## config.mk

```make
export PLATFORM = sky130hd
export DESIGN_NAME = wdc_watchdog
export DESIGN_NICKNAME = d
export VERILOG_FILES = /design/src/inc/wdc_pkg.sv /design/src/inc/wdc_div_if.sv /design/src/hw/wdc_divider.sv /design/src/hw/wdc_watchdog.sv
export SDC_FILE = /design/constraint.sdc
export NUM_CORES = 1
export LEC_CHECK = 0
export BUFFER_PORTS_ARGS = -buffer_cell sky130_fd_sc_hd__buf_2
export CAP_MARGIN = 20
export CORE_MARGIN = 5
export CORE_UTILIZATION = 53
export DETAILED_ROUTE_END_ITERATION = 10
export PLACE_DENSITY = 0.87
export SETUP_SLACK_MARGIN = 0.05
export SLEW_MARGIN = 10
export SYNTH_ARGS = -nofsm -noshare
export SYNTH_HDL_FRONTEND = slang
export SYNTH_SLANG_ARGS = --single-unit
export TNS_END_PERCENT = 100
```

## constraint.sdc

```tcl
create_clock -name hclk -period 4.02 [get_ports hclk]
set_input_delay 0.402 -clock hclk [delete_from_list [all_inputs] [get_ports hclk]]
set_output_delay 0.402 -clock hclk [all_outputs]
set_load 0.005 [all_outputs]
```

## src/inc/wdc_pkg.sv

```systemverilog
// constants, types and helpers shared by the watchdog with dual clear
//
// Notes on behaviour
// - counter clock is either the 32 kHz sub clock or the core clock divided by four
// - with the watchdog option off, every watchdog clear instruction does nothing
// - four-bit key disables the watchdog only at 1010; other values keep it enabled
// - key field starts at 1010 after power-on, so the watchdog starts disabled
// - time-out divides the source clock by 2^13 to 2^16, chosen by option
// - a clear instruction or halt resets only the last divider stage; time-out varies up to twice
// - core-clock source stops counting during power-down
// - time-out in normal running requests a full reset and sets the expired flag
// - time-out in power-down sets the expired flag, resets only counter and stack pointer
// - external reset low, clear instructions, or halt clear the watchdog count
// - single mode: one single clear instruction clears at once
// - dual mode: clearing needs both the first and the second clear instruction
// - dual mode: repeated first clears add nothing; a second clear is still needed
// - dual mode: after a second clear, only a first clear completes the pair
// - halt clears the watchdog, sets the sleep flag and clears the expired flag
// - every wake-up from power-down waits 1024 system clocks before running
package wdc_pkg;
    // register byte offsets on the bus
    localparam logic [7:0] ADDR_KEY = 8'h00;
    localparam logic [7:0] ADDR_STATUS = 8'h04;
    localparam logic [7:0] ADDR_IRQ_STAT = 8'h08;
    localparam logic [7:0] ADDR_IRQ_MASK = 8'h0c;
    // software key: the one value that switches the watchdog off, and its power-on value
    localparam logic [3:0] KEY_DISABLE = 4'ha;
    localparam logic [3:0] KEY_RESET = 4'ha;
    // status register bit positions
    localparam int ST_EXPIRED = 0;
    localparam int ST_SLEEP = 1;
    localparam int ST_DOWN = 2;
    localparam int ST_WAKE = 3;
    localparam int ST_ENABLED = 4;
    localparam int ST_W = 5;
    // interrupt status and mask bit positions
    localparam int IRQ_TIMEOUT = 0;
    localparam int IRQ_WAKE = 1;
    localparam int IRQ_W = 2;
    localparam logic [IRQ_W-1:0] IRQ_RESET = 2'h0;
    // core clock prescaler for the counter source
    localparam int CORE_DIV = 4;
    localparam logic [1:0] CORE_DIV_LAST = 2'(CORE_DIV - 1);
    // wake-up wait in system clock periods
    localparam int WAKE_CYCLES = 1024;
    localparam int WAKE_W = 10;
    localparam logic [WAKE_W-1:0] WAKE_LAST = WAKE_W'(WAKE_CYCLES - 1);
    // divider chain length: 2^16 is the longest ratio
    localparam int CHAIN_W = 16;
    // configuration option encodings
    localparam logic CLK_SRC_SUB = 1'b0;
    localparam logic CLK_SRC_CORE = 1'b1;
    localparam logic CLR_MODE_SINGLE = 1'b0;
    localparam logic CLR_MODE_DUAL = 1'b1;

    typedef enum logic [1:0] {
        WDC_PS_RUN = 2'b00,
        WDC_PS_DOWN = 2'b01,
        WDC_PS_WAKE = 2'b10
    } wdc_pstate_t;

    typedef enum logic [1:0] {
        WDC_DQ_NONE = 2'b00,
        WDC_DQ_FIRST = 2'b01,
        WDC_DQ_SECOND = 2'b10
    } wdc_dual_t;

    // true when the software key holds the disabling pattern
    function automatic logic wdc_key_off(input logic [3:0] key);
        return key == KEY_DISABLE;
    endfunction : wdc_key_off
endpackage : wdc_pkg

```

## src/inc/wdc_div_if.sv

```systemverilog
// control and result signals between the watchdog core and its divider chain
interface wdc_div_if;
    logic tick;
    logic clear_last;
    logic clear_all;
    logic [1:0] tap_sel;
    logic overflow;
    logic last_stage;
    logic [wdc_pkg::CHAIN_W-2:0] low_count;
    modport ctl (output tick, output clear_last, output clear_all, output tap_sel,
                 input overflow, input last_stage, input low_count);
    modport div (input tick, input clear_last, input clear_all, input tap_sel,
                 output overflow, output last_stage, output low_count);
endinterface : wdc_div_if

```

## src/hw/wdc_divider.sv

```systemverilog
// watchdog divider chain: free lower stages plus one clearable last stage
module wdc_divider #(
    parameter int CHAIN_W = wdc_pkg::CHAIN_W
) (
    input wire logic hclk,
    input wire logic hresetn,
    wdc_div_if.div dif
);
    localparam int LOW_W = CHAIN_W - 1;

    generate
        if (CHAIN_W < 5) begin : g_chk
            $error("divider chain too short for four tap settings");
        end
    endgenerate

    logic [LOW_W-1:0] low_reg;
    logic last_reg;
    logic [LOW_W-1:0] tap_mask;
    logic wrap;

    // tap 0 wraps the lower stages every 2^(CHAIN_W-4), tap 3 every 2^(CHAIN_W-1)
    assign tap_mask = {LOW_W{1'b1}} >> (2'h3 - dif.tap_sel);
    assign wrap = dif.tick && ((low_reg & tap_mask) == tap_mask);
    assign dif.overflow = wrap && last_reg;
    assign dif.last_stage = last_reg;
    assign dif.low_count = low_reg;

    // lower stages: only a full clear touches them
    always_ff @(posedge hclk or negedge hresetn) begin
        if (!hresetn) begin
            low_reg <= '0;
        end else if (dif.clear_all) begin
            low_reg <= '0;
        end else if (dif.tick) begin
            low_reg <= low_reg + 1'b1;
        end
    end

    // last stage: the clear instructions reset this bit alone
    always_ff @(posedge hclk or negedge hresetn) begin
        if (!hresetn) begin
            last_reg <= 1'b0;
        end else if (dif.clear_all || dif.clear_last) begin
            last_reg <= 1'b0;
        end else if (wrap) begin
            last_reg <= ~last_reg;
        end
    end
endmodule : wdc_divider

```

## src/hw/wdc_watchdog.sv

```systemverilog
// watchdog timer with single or dual clear, power-down handling and AHB-Lite registers
//
// Chosen here: the placing of the registers and the AHB-Lite interface to the registers.
module wdc_watchdog (
    input wire logic hclk,
    input wire logic hresetn,
    input wire logic hsel,
    input wire logic [31:0] haddr,
    input wire logic [1:0] htrans,
    input wire logic hwrite,
    input wire logic [2:0] hsize,
    input wire logic [31:0] hwdata,
    input wire logic hready,
    output logic [31:0] hrdata,
    output logic hreadyout,
    output logic hresp,
    input wire logic cfg_wd_enable,
    input wire logic cfg_clk_src,
    input wire logic cfg_clear_mode,
    input wire logic [1:0] cfg_tap_sel,
    input wire logic sub_clk_in,
    input wire logic ext_rst_n,
    input wire logic wake_req,
    input wire logic wd_clear_single,
    input wire logic wd_clear_first,
    input wire logic wd_clear_second,
    input wire logic cpu_halt,
    output logic sys_reset_req,
    output logic pc_sp_reset,
    output logic core_hold,
    output logic irq
);
    ////////////////////////////////////////////////////////////////////////////////
    // declarations

    wdc_div_if dif ();

    logic [3:0] wd_disable_key_reg;
    logic watchdog_expired_flag_reg;
    logic sleep_entered_flag_reg;
    logic [wdc_pkg::IRQ_W-1:0] irq_stat_reg;
    logic [wdc_pkg::IRQ_W-1:0] irq_mask_reg;
    wdc_pkg::wdc_pstate_t pstate_reg;
    wdc_pkg::wdc_dual_t dual_reg;
    wdc_pkg::wdc_dual_t dual_next;
    logic [wdc_pkg::WAKE_W-1:0] wake_cnt_reg;
    logic [1:0] core_div_reg;
    logic sys_reset_req_reg;
    logic pc_sp_reset_reg;
    logic [2:0] sub_sync_reg;
    logic [1:0] ext_sync_reg;
    logic [1:0] wake_sync_reg;
    logic dp_write_reg;
    logic [7:0] dp_addr_reg;
    logic [31:0] hrdata_reg;

    logic wd_enabled;
    logic instr_ok;
    logic ext_rst_active;
    logic single_clr;
    logic dual_done;
    logic halt_take;
    logic sub_tick;
    logic core_tick;
    logic timeout_run;
    logic timeout_down;
    logic wake_event;
    logic wake_done;
    logic ap_take;
    logic [wdc_pkg::IRQ_W-1:0] irq_events;
    logic [wdc_pkg::ST_W-1:0] status_word;

    ////////////////////////////////////////////////////////////////////////////////
    // pin synchronisers

    // the sub clock, reset pin and wake pin are all foreign to hclk
    always_ff @(posedge hclk or negedge hresetn) begin
        if (!hresetn) begin
            sub_sync_reg <= 3'h0;
            ext_sync_reg <= 2'h3;
            wake_sync_reg <= 2'h0;
        end else begin
            sub_sync_reg <= {sub_sync_reg[1:0], sub_clk_in};
            ext_sync_reg <= {ext_sync_reg[0], ext_rst_n};
            wake_sync_reg <= {wake_sync_reg[0], wake_req};
        end
    end

    // edge detect looks only at the second and third stages
    assign sub_tick = sub_sync_reg[1] && !sub_sync_reg[2];
    assign ext_rst_active = !ext_sync_reg[1];

    ////////////////////////////////////////////////////////////////////////////////
    // enables and clear decoding

    // the key can only switch off a watchdog the option left on
    assign wd_enabled = cfg_wd_enable && !wdc_pkg::wdc_key_off(wd_disable_key_reg);
    assign instr_ok = cfg_wd_enable;
    assign halt_take = cpu_halt && (pstate_reg == wdc_pkg::WDC_PS_RUN);
    assign single_clr = instr_ok && (cfg_clear_mode == wdc_pkg::CLR_MODE_SINGLE) && wd_clear_single;

    // dual-clear tracker: the two instructions must alternate to complete a pair
    always_comb begin
        dual_next = dual_reg;
        dual_done = 1'b0;
        if (instr_ok && (cfg_clear_mode == wdc_pkg::CLR_MODE_DUAL)) begin
            case (dual_reg)
                wdc_pkg::WDC_DQ_NONE: begin
                    if (wd_clear_first) begin
                        dual_next = wdc_pkg::WDC_DQ_FIRST;
                    end else if (wd_clear_second) begin
                        dual_next = wdc_pkg::WDC_DQ_SECOND;
                    end
                end
                wdc_pkg::WDC_DQ_FIRST: begin
                    // another first clear here leaves the tracker where it is
                    if (wd_clear_second) begin
                        dual_done = 1'b1;
                        dual_next = wdc_pkg::WDC_DQ_NONE;
                    end
                end
                wdc_pkg::WDC_DQ_SECOND: begin
                    if (wd_clear_first) begin
                        dual_done = 1'b1;
                        dual_next = wdc_pkg::WDC_DQ_NONE;
                    end
                end
                default: begin
                    dual_next = wdc_pkg::WDC_DQ_NONE;
                end
            endcase
        end
        if (ext_rst_active || (halt_take && instr_ok)) begin
            dual_next = wdc_pkg::WDC_DQ_NONE;
            dual_done = 1'b0;
        end
    end

    always_ff @(posedge hclk or negedge hresetn) begin
        if (!hresetn) begin
            dual_reg <= wdc_pkg::WDC_DQ_NONE;
        end else begin
            dual_reg <= dual_next;
        end
    end

    ////////////////////////////////////////////////////////////////////////////////
    // counter source and divider chain

    // core clock prescaler halts with the core in power-down
    always_ff @(posedge hclk or negedge hresetn) begin
        if (!hresetn) begin
            core_div_reg <= 2'h0;
        end else if (pstate_reg == wdc_pkg::WDC_PS_RUN) begin
            core_div_reg <= core_div_reg + 2'h1;
        end
    end

    assign core_tick = (pstate_reg == wdc_pkg::WDC_PS_RUN) && (core_div_reg == wdc_pkg::CORE_DIV_LAST);

    assign dif.tick = wd_enabled && ((cfg_clk_src == wdc_pkg::CLK_SRC_CORE) ? core_tick : sub_tick);
    assign dif.tap_sel = cfg_tap_sel;
    assign dif.clear_last = single_clr || dual_done || (halt_take && instr_ok);
    // the chain restarts whole with a device reset, whether from the pin or a time-out
    assign dif.clear_all = ext_rst_active || sys_reset_req_reg;

    wdc_divider #(
        .CHAIN_W(wdc_pkg::CHAIN_W)
    ) u_divider (
        .hclk(hclk),
        .hresetn(hresetn),
        .dif(dif)
    );

    assign timeout_run = dif.overflow && (pstate_reg == wdc_pkg::WDC_PS_RUN);
    assign timeout_down = dif.overflow && (pstate_reg != wdc_pkg::WDC_PS_RUN);

    ////////////////////////////////////////////////////////////////////////////////
    // reset requests and flags

    // one-cycle reset requests toward the core
    always_ff @(posedge hclk or negedge hresetn) begin
        if (!hresetn) begin
            sys_reset_req_reg <= 1'b0;
            pc_sp_reset_reg <= 1'b0;
        end else begin
            sys_reset_req_reg <= timeout_run;
            pc_sp_reset_reg <= timeout_down;
        end
    end

    // expired flag: a time-out in the same cycle as a halt wins
    always_ff @(posedge hclk or negedge hresetn) begin
        if (!hresetn) begin
            watchdog_expired_flag_reg <= 1'b0;
        end else if (dif.overflow) begin
            watchdog_expired_flag_reg <= 1'b1;
        end else if (halt_take) begin
            watchdog_expired_flag_reg <= 1'b0;
        end
    end

    // sleep flag: set by halt, dropped by a completed clear instruction
    always_ff @(posedge hclk or negedge hresetn) begin
        if (!hresetn) begin
            sleep_entered_flag_reg <= 1'b0;
        end else if (halt_take) begin
            sleep_entered_flag_reg <= 1'b1;
        end else if (single_clr || dual_done) begin
            sleep_entered_flag_reg <= 1'b0;
        end
    end

    ////////////////////////////////////////////////////////////////////////////////
    // power state: run, power-down, wake-up wait

    assign wake_event = wake_sync_reg[1] || timeout_down || ext_rst_active;
    assign wake_done = (pstate_reg == wdc_pkg::WDC_PS_WAKE) && (wake_cnt_reg == wdc_pkg::WAKE_LAST);

    always_ff @(posedge hclk or negedge hresetn) begin
        if (!hresetn) begin
            pstate_reg <= wdc_pkg::WDC_PS_RUN;
        end else begin
            case (pstate_reg)
                wdc_pkg::WDC_PS_RUN: begin
                    if (halt_take) begin
                        pstate_reg <= wdc_pkg::WDC_PS_DOWN;
                    end
                end
                wdc_pkg::WDC_PS_DOWN: begin
                    if (wake_event) begin
                        pstate_reg <= wdc_pkg::WDC_PS_WAKE;
                    end
                end
                wdc_pkg::WDC_PS_WAKE: begin
                    if (wake_done) begin
                        pstate_reg <= wdc_pkg::WDC_PS_RUN;
                    end
                end
                default: begin
                    pstate_reg <= wdc_pkg::WDC_PS_RUN;
                end
            endcase
        end
    end

    // wake wait counter: counts from zero on each entry into the wait
    always_ff @(posedge hclk or negedge hresetn) begin
        if (!hresetn) begin
            wake_cnt_reg <= '0;
        end else if (pstate_reg == wdc_pkg::WDC_PS_WAKE) begin
            wake_cnt_reg <= wake_cnt_reg + 1'b1;
        end else begin
            wake_cnt_reg <= '0;
        end
    end

    ////////////////////////////////////////////////////////////////////////////////
    // AHB-Lite slave and registers

    assign ap_take = hsel && htrans[1] && hready;
    assign status_word = {wd_enabled, pstate_reg == wdc_pkg::WDC_PS_WAKE, pstate_reg == wdc_pkg::WDC_PS_DOWN,
                          sleep_entered_flag_reg, watchdog_expired_flag_reg};

    // read data is fetched in the address phase so it stands from a flop in the data phase
    always_ff @(posedge hclk or negedge hresetn) begin
        if (!hresetn) begin
            dp_write_reg <= 1'b0;
            dp_addr_reg <= 8'h00;
            hrdata_reg <= 32'h0000_0000;
        end else begin
            dp_write_reg <= ap_take && hwrite;
            dp_addr_reg <= haddr[7:0];
            if (ap_take && !hwrite) begin
                case (haddr[7:0])
                    wdc_pkg::ADDR_KEY: hrdata_reg <= {28'h0000000, wd_disable_key_reg};
                    wdc_pkg::ADDR_STATUS: hrdata_reg <= {27'h0000000, status_word};
                    wdc_pkg::ADDR_IRQ_STAT: hrdata_reg <= {30'h00000000, irq_stat_reg};
                    wdc_pkg::ADDR_IRQ_MASK: hrdata_reg <= {30'h00000000, irq_mask_reg};
                    default: hrdata_reg <= 32'h0000_0000;
                endcase
            end
        end
    end

    // key register: power-on value keeps the watchdog off until software changes it
    always_ff @(posedge hclk or negedge hresetn) begin
        if (!hresetn) begin
            wd_disable_key_reg <= wdc_pkg::KEY_RESET;
        end else if (dp_write_reg && (dp_addr_reg == wdc_pkg::ADDR_KEY)) begin
            wd_disable_key_reg <= hwdata[3:0];
        end
    end

    // interrupt status: write one to clear, a new event in the same cycle wins
    assign irq_events = {wake_done, dif.overflow};

    always_ff @(posedge hclk or negedge hresetn) begin
        if (!hresetn) begin
            irq_stat_reg <= wdc_pkg::IRQ_RESET;
        end else if (dp_write_reg && (dp_addr_reg == wdc_pkg::ADDR_IRQ_STAT)) begin
            irq_stat_reg <= (irq_stat_reg & ~hwdata[wdc_pkg::IRQ_W-1:0]) | irq_events;
        end else begin
            irq_stat_reg <= irq_stat_reg | irq_events;
        end
    end

    always_ff @(posedge hclk or negedge hresetn) begin
        if (!hresetn) begin
            irq_mask_reg <= wdc_pkg::IRQ_RESET;
        end else if (dp_write_reg && (dp_addr_reg == wdc_pkg::ADDR_IRQ_MASK)) begin
            irq_mask_reg <= hwdata[wdc_pkg::IRQ_W-1:0];
        end
    end

    ////////////////////////////////////////////////////////////////////////////////
    // outputs

    // zero wait states: every transfer is answered at once with OKAY
    assign hreadyout = 1'b1;
    assign hresp = 1'b0;
    assign hrdata = hrdata_reg;
    assign sys_reset_req = sys_reset_req_reg;
    assign pc_sp_reset = pc_sp_reset_reg;
    assign core_hold = (pstate_reg != wdc_pkg::WDC_PS_RUN);
    assign irq = |(irq_stat_reg & irq_mask_reg);
endmodule : wdc_watchdog

```

==> results.json <==
{
  "result_of_the_run": "completed",
  "cap_violations": 0,
  "synth.avg_cell_area_sq_um": 10.41,
  "grt_util_all_layers": 0.1749,
  "synth_enable_flop_cells": 0,
  "rrSetupSlack_ns": 1.92,
  "critPathCaptureType": "flop",
  "route.detailed.drc": 0,
  "netSwitchingPower_uw": 300.9,
  "cellLeakagePower_uw": 0.001687,
  "floorplan.core_area_sq_um": 5921,
  "fin_tns_setup_ns": 0,
  "post_cts_setup_inserts": 0,
  "worst_setup_path_start_kind": "flop",
  "cts.htree.levels": 3,
  "drive_above_1_share": 0.1933,
  "ant_nets": 0,
  "clock-sinks": 65,
  "mostFrequentLayoutCell": "sky130_fd_sc_hd__dfrtp_1",
  "clock-skew-final_ns": 0.009200,
  "cts_buffers": 9,
  "port_buffers": 38,
  "cp_num_buf_inv": 0,
  "synth_largest_type_area_fraction": 0.4745,
  "number_of_global_route_vias_before_repair": 2224,
  "cell_breakdown_of_the_critical_path": "or3b_4, a211o_1, or4_1, a21oi_1",
  "asyncSetResetFlopFracSynth": 1.000,
  "floorplan.die.height_microns": 87.91,
  "path_class": "reg -> reg",
  "overall_routed_net_length_microns": 6254,
  "critical_path.max_fanout": 24,
  "detailed_place_hpwl_microns": 4646,
  "yosysTopAreaCell": "sky130_fd_sc_hd__dfrtp_1",
  "internal_power_uw": 1040,
  "timing.max_slew.rel_slack": 0.5365,
  "worst_reg2reg_path_endpoint": "u_divider.dif.low_count[11]",
  "drt-wirelength-per-cell_microns": 14.48,
  "critPathArrivalTime_ns": 2.36,
  "timing.critical_path.required_ns": 4.28,
  "hold_violations": 0,
  "insertion_delay_ns": 0.35,
  "grt_start_max_net_pins": 35,
  "timing.fmax_mhz": 475.6,
  "final_net_count": 444,
  "final-setup-viol-count": 0,
  "synth.cell_area_sq_um": 3217,
  "period_share": 0.5231,
  "routed-via-count": 2371,
  "leading_cell_types_by_total_area_after_synthesis": "sky130_fd_sc_hd__dfrtp_1 47%, sky130_fd_sc_hd__buf_4 6.8%, sky130_fd_sc_hd__dfstp_2 3.3%",
  "final_period_minus_worst_setup_slack_ns": 2.103,
  "timing_worst_slew_pin_value_ns": 0.6952,
  "postSynthRegisterBits": 65,
  "worst_min_delay_path_class": "in -> async",
  "slowest_delay_ns": 0.58,
  "area_after_detailed_placement_sq_um": 3368,
  "ir_drop_v": 0.0002916,
  "die_area_sq_um": 7727,
  "power.share.switching": 0.2245,
  "cell_with_the_largest_stage_delay_on_the_worst_path": "sky130_fd_sc_hd__or4_1",
  "postCtsResizedCells": 0,
  "final.hold.worst_slack_ns": 0.09273,
  "final_cell_area_sq_um": 3578,
  "pwr_density_cell_nw_per_um2": 374.6,
  "netlist-cell-type-count": 49,
  "unrepaired_setup_endpoints_after_global_routing": "no",
  "drt-vias-per-instance": 5.488,
  "io-pin-count": 124,
  "cts-hold-fix-buffers": 0,
  "rows": 28,
  "root_buffer": "sky130_fd_sc_hd__clkbuf_8",
  "tritoncts": "built",
  "clkPwrFrac": 0.446,
  "grt_overflow": 0,
  "ctsLongestPathBuffers": 2,
  "worst-r2r-cell-count": 4,
  "most_frequent_cells_in_the_layout": "61 x sky130_fd_sc_hd__dfrtp_1, 38 x sky130_fd_sc_hd__buf_2, 29 x sky130_fd_sc_hd__conb_1",
  "synth_flop_cell": "sky130_fd_sc_hd__dfrtp_1",
  "share_of_the_core_filled_with_cells": 0.6044,
  "critical-path-top-delay-family": "simple AND/OR/NAND/NOR gates",
  "totalPowerFinal_uw": 1341,
  "yosysWarningCount": 0,
  "clk_pin_slew_ns": 0.07,
  "chipWidth_microns": 87.91,
  "largest_register_ff_count": 15,
  "combPwrFrac": 0.053,
  "diodes": 0,
  "detail_route.iter0.violations": 146,
  "global_placement_routability_congestion": 0.8233,
  "pwr-share-seq": 0.501,
  "layout-area-overhead-vs-synth_pct": 11.24,
  "synth_sequential_area_ratio": 0.5072,
  "antenna_found_initial": 0,
  "drt_first_pass_iters": 4,
  "synth_cells": 309,
  "starting_density_of_the_core": 0.5433,
  "drv_slew": 0,
  "worst_r2r_startpoint": "sub_sync_reg[2]",
  "grt_pass1_wl_microns": 10180
}
==> final cells by class <==
cell class | instances | area, sq um
clock buffers | 11 | 131.4
clock inverters | 5 | 78.83
fillers | 484 | 2342
inverters | 16 | 60.06
multi-input cells | 220 | 1378
flip-flops and latches | 65 | 1632
well taps | 75 | 93.84
repair buffers | 40 | 205.2
==> synth_stat cells (2+ instances only) <==
| master | instances |
|---|---|
| sky130_fd_sc_hd__o211ai_1 | 2 |
| sky130_fd_sc_hd__mux2_2 | 6 |
| sky130_fd_sc_hd__a211oi_1 | 2 |
| sky130_fd_sc_hd__nor3_1 | 3 |
| sky130_fd_sc_hd__inv_1 | 16 |
| sky130_fd_sc_hd__a21o_1 | 2 |
| sky130_fd_sc_hd__mux2i_1 | 3 |
| sky130_fd_sc_hd__a41o_1 | 3 |
| sky130_fd_sc_hd__a21oi_1 | 15 |
| sky130_fd_sc_hd__o2111ai_1 | 2 |
| sky130_fd_sc_hd__nor2_1 | 20 |
| sky130_fd_sc_hd__or4_1 | 8 |
| sky130_fd_sc_hd__xnor2_1 | 3 |
| sky130_fd_sc_hd__nor2b_1 | 4 |
| sky130_fd_sc_hd__a22oi_1 | 2 |
| sky130_fd_sc_hd__nand4_1 | 13 |
| sky130_fd_sc_hd__and4_1 | 3 |
| sky130_fd_sc_hd__or3_1 | 5 |
| sky130_fd_sc_hd__xor2_1 | 7 |
| sky130_fd_sc_hd__nand4b_1 | 3 |
| sky130_fd_sc_hd__dfstp_2 | 4 |
| sky130_fd_sc_hd__buf_4 | 29 |
| sky130_fd_sc_hd__dfrtp_1 | 61 |
| sky130_fd_sc_hd__clkbuf_1 | 3 |
| sky130_fd_sc_hd__and3_1 | 4 |
| sky130_fd_sc_hd__conb_1 | 2 |
| sky130_fd_sc_hd__o31ai_1 | 8 |
| sky130_fd_sc_hd__ha_1 | 6 |
| sky130_fd_sc_hd__nor4_1 | 2 |
| sky130_fd_sc_hd__nand3_1 | 8 |
| sky130_fd_sc_hd__o21ai_0 | 17 |
| sky130_fd_sc_hd__nand2b_1 | 4 |
| sky130_fd_sc_hd__and2_1 | 3 |
| sky130_fd_sc_hd__nand2_1 | 20 |
| sky130_fd_sc_hd__mux4_2 | 2 |
==> through the flow <==
stage | setup WS (ns) | cells
after floorplan | 2.139 | 336
after global placement | 1.812 | 416
after detailed placement | 1.781 | 416
after CTS | 1.914 | 432
after global routing | 1.750 | 432
final | 1.917 | 432
==> per-layer routing <==
metal,wire [microns],part of all wire,global-route usage
met5,0,0,0
met4,164,0.026,0.09066
met2,3021,0.48,0.2808
met3,538,0.086,0.06021
met1,2530,0.40,0.2083
==> cells by family (layout without fill, tap and decap cells) <==
| kind of cell | after synthesis | in the layout | share of synthesized area |
|---|---|---|---|
| AO/OA/AOI/OAI | 57 | 57 | 0.1128 |
| flip-flops | 65 | 65 | 0.5072 |
| XOR/XNOR | 10 | 10 | 0.02723 |
| AND/OR/NAND/NOR | 107 | 107 | 0.1867 |
| other | 2 | 29 | 0.002335 |
| adder cells (fa/ha/maj) | 6 | 6 | 0.02334 |
| multiplexers | 11 | 11 | 0.04434 |
| buffers and inverters | 51 | 72 | 0.09607 |
==> worst register-to-register path: stages, from the launching register on <==
cell and delay, ns:
sky130_fd_sc_hd__dfrtp_1 0.36, sky130_fd_sc_hd__or3b_4 0.40, sky130_fd_sc_hd__a211o_1 0.51, sky130_fd_sc_hd__or4_1 0.59
sky130_fd_sc_hd__a21oi_1 0.16
==> power by group through the flow <==
stage / registers (uW) / logic [uW] / clock network, uW
floorplan: 682 / 53.3 / 0
global placement: 682 / 68.8 / 0
detailed placement: 683 / 71.3 / 0
CTS: 671 / 71.6 / 609
global route: 672 / 82.3 / 640
finish: 671 / 71.6 / 598
==> how the worst max path moves through the flow <==
stage / startpoint / endpoint / slack, ns / cells past startpoint
floorplan: cfg_clk_src / u_divider.dif.low_count[10] / 2.14 / 5
global placement: cfg_clk_src / u_divider.dif.low_count[13] / 1.81 / 5
detailed placement: cfg_clk_src / u_divider.dif.low_count[11] / 1.78 / 5
CTS: u_divider.dif.low_count[0] / u_divider.dif.low_count[14] / 1.91 / 5
global route: wd_disable_key_reg[3] / u_divider.dif.low_count[14] / 1.75 / 5
finish: sub_sync_reg[2] / u_divider.dif.low_count[11] / 1.92 / 4
Power figures use the tool's default switching activity.
